File: src/logic/fsq_defines.vh
// Opcodes, field positions and timing counts for the security/page-buffer flash host
`ifndef FSQ_DEFINES_VH
`define FSQ_DEFINES_VH
`define FSQ_OP_SEC_PROG 8'h9b
`define FSQ_OP_SEC_READ 8'h77
`define FSQ_OP_XFR_B1 8'h53
`define FSQ_OP_XFR_B2 8'h55
`define FSQ_OP_CMP_B1 8'h60
`define FSQ_OP_CMP_B2 8'h61
`define FSQ_OP_RW_B1 8'h58
`define FSQ_OP_RW_B2 8'h59
`define FSQ_OP_STATUS 8'hd7
`define FSQ_SEC_BYTES 8'd128
`define FSQ_SEC_USER 8'd64
`define FSQ_SEC_USER_LAST 8'd63
`define FSQ_SR_RDY_BIT 7
`define FSQ_SR_COMP_BIT 6
`define FSQ_SR_PGSZ_BIT 0
`define FSQ_PA_SHIFT_STD 9
`define FSQ_PA_SHIFT_BIN 8
`define FSQ_SCK_HALF 4'd4
`define FSQ_CMD_SEC_PROG 3'd0
`define FSQ_CMD_SEC_READ 3'd1
`define FSQ_CMD_XFR 3'd2
`define FSQ_CMD_CMP 3'd3
`define FSQ_CMD_RW 3'd4
`define FSQ_CMD_STATUS 3'd5
`endif

File: src/logic/fsq_mem.v
// 128-byte store for security register data: written from user or link, registered read
module fsq_mem (
  input wire clk, // System clock
  input wire we, // Write strobe
  input wire [6:0] waddr, // Write address
  input wire [7:0] wdata, // Write data
  input wire [6:0] raddr, // Read address
  output reg [7:0] rdata // Registered read data
);
  reg [7:0] mem [0:127];

  always @(posedge clk) begin
    if (we) begin
      mem[waddr] <= wdata;
    end
    rdata <= mem[raddr];
  end
endmodule // fsq_mem

File: src/logic/fsq_host.v
// SPI host sequencer for flash security register and page-buffer commands
`include "fsq_defines.vh"

// How it works
// - Program sends 9Bh,00h,00h,00h then the user data bytes.
// - Chip select rises after last data byte; host polls ready until done.
// - Host always sends all 64 user bytes in one program command.
// - Host programs the user half once; repeated requests are refused.
// - Read sends 77h plus three dummy bytes, then samples serial output.
// - Transfer uses 53h/55h; 264-byte mode: 3 dummy, 12 page bits, 9 dummy.
// - 256-byte mode: 4 dummy, 12 page bits, 8 dummy bits.
// - Chip select stays low through opcode and address bytes.
// - Compare uses 60h/61h with the same address layout.
// - Auto rewrite uses 58H/59H with the same address layout.
// - Software must schedule rewrites every 50,000 sector cycles; host only executes them.
module fsq_host (
  input wire clk, // 100 MHz system clock
  input wire rst, // Synchronous reset, active high
  input wire cmd_valid, // Command request
  output wire cmd_ready, // Host idle and can take a command
  input wire [2:0] cmd_code, // Command selector
  input wire cmd_buf2, // Select buffer 2 instead of buffer 1
  input wire [11:0] cmd_page, // Main memory page number
  input wire ud_we, // User writes a security byte into local store
  input wire [6:0] ud_addr, // Local store address for user write/read
  input wire [7:0] ud_wdata, // Local store write data
  output wire [7:0] ud_rdata, // Local store read data (one cycle latency)
  output reg done_r, // One-cycle pulse at end of command
  output reg refused_r, // One-cycle pulse when a command is refused
  output reg compare_diff_r, // Last compare mismatched
  output reg page_bin_r, // Device is in 256-byte page mode
  output reg sec_done_r, // User security half already programmed
  output reg [7:0] status_r, // Last status byte seen
  output reg sck_r, // Serial clock to device
  output reg cs_n_r, // Chip select to device, active low
  output reg si_r, // Serial data to device
  input wire so // Serial data from device
);
  localparam S_IDLE = 3'd0;
  localparam S_SHIFT = 3'd1;
  localparam S_GAP = 3'd2;
  localparam S_POLL = 3'd3;
  localparam S_DONE = 3'd4;

  // Phases of a frame
  localparam P_OP = 2'd0;
  localparam P_DATA_OUT = 2'd1;
  localparam P_DATA_IN = 2'd2;
  localparam P_STAT = 2'd3;
  localparam [7:0] OP_STAT = `FSQ_OP_STATUS;

  reg [2:0] state_r;
  reg [1:0] phase_r;
  reg [2:0] cmd_r;
  reg [31:0] hdr_r;
  reg [7:0] sh_r;
  reg [2:0] bit_r;
  reg [7:0] cnt_r;
  reg [3:0] div_r;
  reg so_m_r;
  reg so_s_r;
  reg [7:0] mem_addr_r;
  wire [7:0] mem_rd;
  reg mem_we;
  reg [7:0] mem_wd;

  function [7:0] cmd_opcode;
    input [2:0] c;
    input b2;
    begin
      case (c)
        `FSQ_CMD_SEC_PROG: cmd_opcode = `FSQ_OP_SEC_PROG;
        `FSQ_CMD_SEC_READ: cmd_opcode = `FSQ_OP_SEC_READ;
        `FSQ_CMD_XFR: cmd_opcode = b2 ? `FSQ_OP_XFR_B2 : `FSQ_OP_XFR_B1;
        `FSQ_CMD_CMP: cmd_opcode = b2 ? `FSQ_OP_CMP_B2 : `FSQ_OP_CMP_B1;
        `FSQ_CMD_RW: cmd_opcode = b2 ? `FSQ_OP_RW_B2 : `FSQ_OP_RW_B1;
        default: cmd_opcode = `FSQ_OP_STATUS;
      endcase
    end
  endfunction

  // Page field placed per the active page mode
  function [23:0] page_field;
    input [11:0] pg;
    input bin;
    begin
      if (bin) begin
        page_field = {4'h0, pg, 8'h00};
      end else begin
        page_field = {3'h0, pg, 9'h000};
      end
    end
  endfunction

  wire [7:0] op_now = cmd_opcode(cmd_code, cmd_buf2);

  assign cmd_ready = (state_r == S_IDLE);
  assign ud_rdata = mem_rd;

  fsq_mem u_mem (
    .clk(clk),
    .we(mem_we),
    .waddr(mem_we && cmd_ready ? ud_addr : mem_addr_r[6:0]),
    .wdata(mem_wd),
    .raddr(cmd_ready ? ud_addr : mem_addr_r[6:0]),
    .rdata(mem_rd)
  );

  ////////////////////////////////////////////////////////////////////////////
  // Serial clock divider: SCK edges every FSQ_SCK_HALF cycles, mode 0
  wire tick = (div_r == `FSQ_SCK_HALF - 4'd1);
  wire rise = tick && !sck_r && !cs_n_r;
  wire fall = tick && sck_r && !cs_n_r;
  wire last_bit = (bit_r == 3'd7);
  wire [7:0] rx_byte = {sh_r[6:0], so_s_r};

  always @(posedge clk) begin
    if (rst) begin
      so_m_r <= 1'b0;
      so_s_r <= 1'b0;
    end else begin
      so_m_r <= so;
      so_s_r <= so_m_r;
    end
  end

  always @* begin
    mem_we = 1'b0;
    mem_wd = ud_wdata;
    if (cmd_ready) begin
      mem_we = ud_we;
    end else if (state_r == S_SHIFT && phase_r == P_DATA_IN && fall && last_bit) begin
      mem_we = 1'b1;
      mem_wd = rx_byte;
    end
  end

  ////////////////////////////////////////////////////////////////////////////
  always @(posedge clk) begin
    if (rst) begin
      state_r <= S_IDLE;
      phase_r <= P_OP;
      cmd_r <= 3'd0;
      hdr_r <= 32'h00000000;
      sh_r <= 8'h00;
      bit_r <= 3'd0;
      cnt_r <= 8'h00;
      div_r <= 4'h0;
      mem_addr_r <= 8'h00;
      done_r <= 1'b0;
      refused_r <= 1'b0;
      compare_diff_r <= 1'b0;
      page_bin_r <= 1'b0;
      sec_done_r <= 1'b0;
      status_r <= 8'h00;
      sck_r <= 1'b0;
      cs_n_r <= 1'b1;
      si_r <= 1'b0;
    end else begin
      done_r <= 1'b0;
      refused_r <= 1'b0;
      div_r <= tick ? 4'h0 : div_r + 4'h1;
      case (state_r)
        S_IDLE: begin
          sck_r <= 1'b0;
          if (cmd_valid) begin
            if (cmd_code == `FSQ_CMD_SEC_PROG && sec_done_r) begin
              refused_r <= 1'b1;
            end else if (cmd_code > `FSQ_CMD_STATUS) begin
              refused_r <= 1'b1;
            end else begin
              cmd_r <= cmd_code;
              // Program header is 9Bh,00h,00h,00h; read header 77h + 3 dummies
              hdr_r <= {cmd_opcode(cmd_code, cmd_buf2),
                (cmd_code <= `FSQ_CMD_SEC_READ || cmd_code == `FSQ_CMD_STATUS) ? 24'h000000 :
                page_field(cmd_page, page_bin_r)};
              cnt_r <= (cmd_code == `FSQ_CMD_STATUS) ? 8'd2 : 8'd4;
              phase_r <= (cmd_code == `FSQ_CMD_STATUS) ? P_STAT : P_OP;
              mem_addr_r <= 8'h00;
              bit_r <= 3'd0;
              div_r <= 4'h0;
              cs_n_r <= 1'b0;
              si_r <= op_now[7];
              sh_r <= {op_now[6:0], 1'b0};
              state_r <= S_SHIFT;
            end
          end
        end
        S_SHIFT: begin
          if (rise) begin
            sck_r <= 1'b1;
          end
          if (fall) begin
            sck_r <= 1'b0;
            bit_r <= bit_r + 3'd1;
            // A status frame sends its opcode with cnt_r at 2, then receives with cnt_r at 1
            if (phase_r == P_DATA_IN || (phase_r == P_STAT && cnt_r == 8'd1)) begin
              sh_r <= rx_byte;
            end else begin
              si_r <= sh_r[7];
              sh_r <= {sh_r[6:0], 1'b0};
            end
            if (last_bit) begin
              cnt_r <= cnt_r - 8'd1;
              case (phase_r)
                P_OP: begin
                  hdr_r <= {hdr_r[23:0], 8'h00};
                  if (cnt_r != 8'd1) begin
                    si_r <= hdr_r[23];
                    sh_r <= {hdr_r[22:16], 1'b0};
                  end else if (cmd_r == `FSQ_CMD_SEC_PROG) begin
                    phase_r <= P_DATA_OUT;
                    cnt_r <= `FSQ_SEC_USER;
                    si_r <= mem_rd[7];
                    sh_r <= {mem_rd[6:0], 1'b0};
                    mem_addr_r <= 8'h01;
                  end else if (cmd_r == `FSQ_CMD_SEC_READ) begin
                    phase_r <= P_DATA_IN;
                    cnt_r <= `FSQ_SEC_BYTES;
                  end else begin
                    cs_n_r <= 1'b1;
                    state_r <= S_GAP;
                  end
                end
                P_DATA_OUT: begin
                  if (cnt_r == 8'd1) begin
                    cs_n_r <= 1'b1;
                    state_r <= S_GAP;
                  end else begin
                    si_r <= mem_rd[7];
                    sh_r <= {mem_rd[6:0], 1'b0};
                    mem_addr_r <= mem_addr_r + 8'd1;
                  end
                end
                P_DATA_IN: begin
                  mem_addr_r <= mem_addr_r + 8'd1;
                  if (cnt_r == 8'd1) begin
                    cs_n_r <= 1'b1;
                    state_r <= S_DONE;
                  end
                end
                default: begin
                  if (cnt_r != 8'd1) begin
                    // Opcode sent; SI idles low while the status byte comes in
                    si_r <= 1'b0;
                  end else begin
                    status_r <= rx_byte;
                    page_bin_r <= rx_byte[`FSQ_SR_PGSZ_BIT];
                    cs_n_r <= 1'b1;
                    state_r <= S_POLL;
                  end
                end
              endcase
            end
          end
        end
        S_GAP: begin
          // Chip select high for at least half an SCK period (FSQ_SCK_HALF cycles) before polling
          if (tick) begin
            cs_n_r <= 1'b0;
            cnt_r <= 8'd2;
            phase_r <= P_STAT;
            bit_r <= 3'd0;
            div_r <= 4'h0;
            si_r <= OP_STAT[7]; // MSB of status opcode
            sh_r <= {OP_STAT[6:0], 1'b0};
            state_r <= S_SHIFT;
          end
        end
        S_POLL: begin
          if (status_r[`FSQ_SR_RDY_BIT]) begin
            if (cmd_r == `FSQ_CMD_CMP) begin
              compare_diff_r <= status_r[`FSQ_SR_COMP_BIT];
            end
            state_r <= S_DONE;
          end else if (tick) begin
            state_r <= S_GAP;
          end
        end
        S_DONE: begin
          done_r <= 1'b1;
          cs_n_r <= 1'b1;
          if (cmd_r == `FSQ_CMD_SEC_PROG) begin
            sec_done_r <= 1'b1;
          end
          state_r <= S_IDLE;
        end
        default: begin
          state_r <= S_IDLE;
        end
      endcase
    end
  end
endmodule // fsq_host

File: config.mk
export PLATFORM = sky130hd
export DESIGN_NAME = fsq_host
export DESIGN_NICKNAME = d
export VERILOG_FILES = /design/src/logic/fsq_mem.v /design/src/logic/fsq_host.v
export VERILOG_INCLUDE_DIRS = /design/src /design/src/logic
export SDC_FILE = /design/constraint.sdc
export NUM_CORES = 2
export LEC_CHECK = 0
export ABC_AREA = 1
export BUFFER_PORTS_ARGS = -buffer_cell sky130_fd_sc_hd__buf_4
export CELL_PAD_IN_SITES_DETAIL_PLACEMENT = 1
export CELL_PAD_IN_SITES_GLOBAL_PLACEMENT = 1
export CORE_MARGIN = 8
export CORE_UTILIZATION = 57
export CTS_BUF_LIST = sky130_fd_sc_hd__clkbuf_2
export DETAILED_ROUTE_END_ITERATION = 12
export GPL_TIMING_DRIVEN = 0
export PLACE_DENSITY_LB_ADDON = 0.1
export SLEW_MARGIN = 20
export SYNTH_ARGS = -nofsm -noshare
export SYNTH_HDL_FRONTEND = slang
export SYNTH_HIERARCHICAL = 1
export SYNTH_SLANG_ARGS = --single-unit
File: constraint.sdc
create_clock -name clk -period 12.3 [get_ports clk]
set_input_delay 2.46 -clock clk [delete_from_list [all_inputs] [get_ports clk]]
set_output_delay 2.46 -clock clk [all_outputs]
set_load 0.1 [all_outputs]
Yosys cells after proc, flatten, opt, wreduce, memory -nomap -nowiden --
Memory sizes are Yosys's and may differ from the RTL's. A register that Yosys moved wholly into a read port is not among the register bits. Index checks and enable logic that the tools add are counted. Widths: inputs -> output; s select.
Word-level totals: memories kept 1, input bits 36, ROM bits 0, bits in registers 81, bits in writable memories 1024, bits in latches 0
Cells by class: add/subtract/negate cells 4, mux-type cells 127, equal/unequal tests 40, multipliers 0, bitwise operators 6, shift operators 0, magnitude comparators 2, div/mod/pow operators 0, reductions and logical operators 36
Memory list:
- u_mem.mem | words 128, bits a word 8, read ports 1, clocked after Yosys merged registers in 1, wr ports 1, line fsq_mem.v:10 | reg [7:0] mem [0:127];
Operators with widths (number):
- $mux 8 | 29
- $mux 24 | 7
- $pmux 8 s3 | 3
- $mux 3 | 21
- $pmux 24 s2 | 1
- $pmux 8 s5 | 1
- $mux 1 | 34
- $pmux 8 s2 | 2
- $ne 3x3->1 const B | 9
- $mux 2 | 11
- $mux 21 | 1
- $mux 4 | 5
- $reduce_and 10->1 | 2
- $pmux 3 s3 | 2
- $eq 3x2->1 const B | 5
- $mux 7 | 2
- $ne 2x2->1 const B | 7
- $reduce_and 7->1 | 2
- $reduce_and 13->1 | 1
- $eq 3x3->1 const B | 4
- $pmux 3 s4 | 1
- $reduce_and 12->1 | 1
- $logic_and 1x1->1 | 10
- $eq 3x1->1 const B | 3
- other kinds (36) | 51

Longest topological paths before layout --
word-level depth 10, gate-level depth with buffers 18

Modules after synthesis --
The synthesis kept the hierarchy.
Modules (own cells, without submodules):
- fsq_mem | area an instance 42285.6 µm², seq. area each 30909.6 µm², times used 1, cells each 3578
- fsq_host | area an instance 4633.2 µm², seq. area each 1421.4 µm², times used 1, cells each 702

Worst setup path before layout --
OpenSTA, ideal clock, no wires.
path type reg-to-reg, start register sck_r, end memory u_mem.mem[0][4] (data pin), clock period less this slack 7.815 ns, stages on the path, launching flop included 6, required time 11.103 ns, library setup time 1.197 ns, arrival 6.618 ns, setup slack 4.485 ns, path through dfxtp_1 -> nand3_1 -> nor2_1 -> nand2_1 -> buf_2 -> o21ai_0
On the way: cells in the longest elaborated chain, start to end 6
RTL lines:
- from (decl) | line fsq_host.v:34 | output reg sck_r,
- from (signal assigned) | line fsq_host.v:156 | sck_r <= 1'b0;
- from (signal assigned) | line fsq_host.v:165 | sck_r <= 1'b0;
- from (signal assigned) | line fsq_host.v:191 | sck_r <= 1'b1;
- $logic_and 1x1->1 (2 in a row) | line fsq_host.v:113 | wire fall = tick && sck_r && !cs_n_r;
- $logic_and 1x1->1 (2 in a row) | line fsq_host.v:132 | end else if (state_r == S_SHIFT && phase_r == P_DATA_IN && fall && last_bit) begin
- $mux 8 | line fsq_host.v:132
- $mux 8 | line fsq_host.v:130 | if (cmd_ready) begin
- net mem_wd[4] | line fsq_host.v:65 | reg [7:0] mem_wd;
- to (decl) | line fsq_mem.v:10
The timed path passes the listed nets, and every way through them passes these cells.

Worst setup path after layout --
start register state_r[0], end output port cmd_ready
On the way: cells in the longest elaborated chain, start to end 1
RTL lines:
- from (decl) | line fsq_host.v:52 | reg [2:0] state_r;
- from (signal assigned) | line fsq_host.v:141 | state_r <= S_IDLE;
- from (signal assigned) | line fsq_host.v:185 | state_r <= S_SHIFT;
- from (signal assigned) | line fsq_host.v:222 | state_r <= S_GAP;
- $logic_not 3->1 | line fsq_host.v:97 | assign cmd_ready = (state_r == S_IDLE);
- to (decl) | line fsq_host.v:20 | output wire cmd_ready,
No other way between the ends.

==> impl_metrics.json <==
{
  "cts_buffers": 293,
  "r2r-start": "state_r[0]",
  "ys_seq_area_share_pct": 68.91,
  "place_area_um2": 49320,
  "grt_use_total_pct": 36.63,
  "power_leakage_nw": 19.54,
  "hold_end": "compare_diff_r",
  "holdBufCountCts": 0,
  "routed_wl_um": 169700,
  "wl_per_cell_um": 28.68,
  "power_per_cell_area_nw_per_um2": 204.3,
  "crit_chain": "nor2_4, nand2_4, inv_4, buf_4",
  "dp_cells": 5428,
  "grt_pass1_wl_um": 244400,
  "vias": 37050,
  "cp_top_family": "buffers and inverters",
  "grt_use_met1_pct": 45.38,
  "ff2ff_path_depth": 11,
  "worstReg2RegEnd": "u_mem/mem[54][1]",
  "crit_buf_inv": 2,
  "n_fill_cell": 8808,
  "netlist_area_um2": 46920,
  "rows": 105,
  "period_share_pct": 43.02,
  "rsz0062_at_grt": "false",
  "hpwl_um": 118100,
  "cts_tree": "built",
  "grt_max_degree": 94,
  "h-tree-depth": 5,
  "crit_path_start_kind": "flip-flop",
  "root_buffer": "clkbuf_2",
  "synthSimpleGateAreaFrac_pct": 23.86,
  "grt_overflow": 0,
  "critPathCaptureType": "output port",
  "synth_top_family_by_area": "simple AND/OR/NAND/NOR gates",
  "synth_area_leaders": "edfxtp_1, nand2_1, nand3_1",
  "yosys.area.top_type": "edfxtp_1",
  "reg2reg_slack_ns": 7.19,
  "peakVddDrop_mv": 0.1378,
  "area_growth_pct": 10.59,
  "drt_iter0_markers": 4603,
  "synth_compound_area_share_pct": 2.021,
  "hold_class": "reg -> reg",
  "antenna_found_initial": 5,
  "final_area_um2": 51890,
  "drt-pass1-iter-count": 8,
  "synth-xor-area-share_pct": 0.1680,
  "slowest_stage": "dfxtp_1",
  "synthDominantCellAreaShare_pct": 65.54,
  "dieArea_um2": 91750,
  "num-nets-final": 4702,
  "core_area_um2": 81850,
  "layoutNonFillerInstCount": 5916,
  "clk_latency_ns": 1.61,
  "drc": 0,
  "synth-adder-area-share_pct": 0.3200,
  "cts_sinks": 1103,
  "finClkSkew_ns": 0.1431,
  "io_pins": 61,
  "worstPathRequired_ns": 9.84,
  "max_slew_margin_pct": 12.49,
  "synthMuxAreaShare_pct": 0.2080,
  "synthArstFlopShare_pct": 0,
  "place_congestion": 0.9478,
  "post_synth_num_cell_types": 47,
  "hold_viol_final": 0,
  "gr-usage-met2_pct": 58.79,
  "max_stage_delay_ns": 0.42,
  "dieHeight_um": 302.9,
  "io_buffer_count": 60,
  "crit_type": "reg -> out",
  "cts_buffer_depth": 4,
  "crit_fanout": 8,
  "drv_cap": 0,
  "grt_pass1_vias": 38440,
  "die_w_um": 302.9,
  "arrival_ns": 2.83,
  "synth_seq_cells": 1103,
  "syn_nets": 4328,
  "layout-drive-gt1-share_pct": 16.38,
  "whs_path_depth": 2,
  "syn-mean-instance-area_um2": 10.96,
  "status": "finished clean",
  "initial_core_util_pct": 57.32,
  "via_per_inst": 6.263,
  "tightest_slew_ns": 1.308,
  "setup_viol": 0,
  "final_max_slew_viol_count": 0,
  "netlist_instances": 4280,
  "post_cts_resized": 0,
  "synth_edf_count": 1024,
  "fin_crit_ns": 5.292,
  "min_from": "status_r[6]",
  "postRouteAntennaNets": 0,
  "cts_setup_buffers": 0,
  "clkTransAtPathRegs_ns": 0.10,
  "max_freq_mhz": 189.0,
  "use_met3_pct": 8.415,
  "grt.busiest_layer": "met2",
  "synthFlopType": "edfxtp_1",
  "synth_warnings": 6
}
-- power breakdown --
part	internal (mW)	leakage, nW	switching (mW)
clock	1.03	1.92	1.50
combinational	0.972	7.78	2.82
sequential	4.19	9.85	0.0959
-- area by class of cell --
class | instances | area, um2 | area share (%)
diodes | 10 | 25.02 | 0.04823
plain buffers | 259 | 1664 | 3.207
clock buffers | 407 | 2037 | 3.926
clock inverters | 70 | 457.9 | 0.8826
inverters | 120 | 460.4 | 0.8874
multi-input cells | 2798 | 12630 | 24.34
flip-flops and latches | 1103 | 32330 | 62.31
well taps | 1070 | 1339 | 2.580
repair buffers | 79 | 942.2 | 1.816
-- cell usage in the layout, fill, tap and decap left out, drive strengths merged, types with 59 or more instances in the layout --
cell	n
dfxtp	79
inv	124
buf	291
edfxtp	1024
nand2	1394
o21ai	77
nor2	199
a21oi	81
clkbuf	454
clkinv	59
nand3	961
-- routing by layer --
metal / share of wire [%] / vias to the layer above / routed length [um]
met5: 0.0053 / - / 9
met4: 6.5 / 2 / 10950
met3: 10 / 600 / 16920
met2: 47 / 2276 / 79630
met1: 37 / 18420 / 62150
li1: - / 15760 / -
-- sequential cells by signal, summed over array words and instances (netlist names) --
signal / cells
done_r: 1
so_m_r: 1
cs_n_r: 1
u_mem/mem: 1024
status_r: 8
sck_r: 1
cnt_r: 8
u_mem/rdata: 8
compare_diff_r: 1
sec_done_r: 1
mem_addr_r: 7
phase_r: 2
state_r: 3
bit_r: 3
sh_r: 8
refused_r: 1
hdr_r: 16
div_r: 4
cmd_r: 3
si_r: 1
so_s_r: 1
-- worst reg2reg max path: cells and delay by family, from the launching register on --
family,cells,cell delay [ns]
buf+inv,4,1.22
flops,1,0.42
simple gates,6,2.20
compound gates,1,0.88
-- synth_stat cells, types with 2 or more instances --
library cell  instances
nand2_1            1381
edfxtp_1           1024
nand3_1             959
nor2_1              185
buf_2               115
inv_1               104
dfxtp_1              79
a21oi_1              76
o21ai_0              67
buf_6                62
clkbuf_1             44
nor3_1               25
buf_1                18
buf_4                17
ha_1                 12
inv_2                12
nand2_4               7
nor2_2                7
nor2_4                7
xor2_1                7
mux2_2                6
nand2_2               6
a21oi_2               5
nand3b_1              5
o21ai_1               5
nor4_1                4
o21ai_2               4
o22ai_1               4
clkbuf_4              3
mux2i_1               3
nor3_2                3
o211ai_1              3
a211oi_1              2
a31oi_1               2
inv_4                 2
nand3_2               2
nand4_1               2
xnor2_1               2
-- metrics by stage --
| stage | power (mW) | setup slack [ns] | utilization [%] | TNS [ns] | hold WS [ns] |
|---|---|---|---|---|---|
| final | 10.60 | 7.009 | 63.40 | 0 | 0.4093 |
| after global routing | 10.95 | 6.919 | 63.39 | 0 | 0.4412 |
| after CTS | 10.50 | 6.901 | 63.31 | 0 | 0.4131 |
| after detailed placement | 8.001 | 5.678 | 60.26 | 0 | 0.3998 |
| after global placement | 7.839 | -4.903 | 59.51 | -1035.60 | 0.3958 |
| after floorplan | 6.545 | 4.485 | - | 0 | 0.3883 |
-- worst max path at each step --
stage,slack [ns],to,cells after the start,from
after floorplan,4.49,u_mem/mem[0][4],5,sck_r
after global placement,-4.90,u_mem/mem[73][4],7,bit_r[0]
after detailed placement,5.68,u_mem/mem[58][1],9,ud_we
after CTS,6.90,cmd_ready,4,state_r[2]
after global routing,6.92,cmd_ready,4,state_r[0]
final,7.01,cmd_ready,4,state_r[0]
-- kinds of logic after synthesis --
logic type      after synthesis
xor+xnor                      9
buf+inv                     379
compound gates              173
flops                      1103
mux                           9
simple gates               2595
fa+ha+maj                    12
Note: power is estimated with default switching activity, not from simulation.
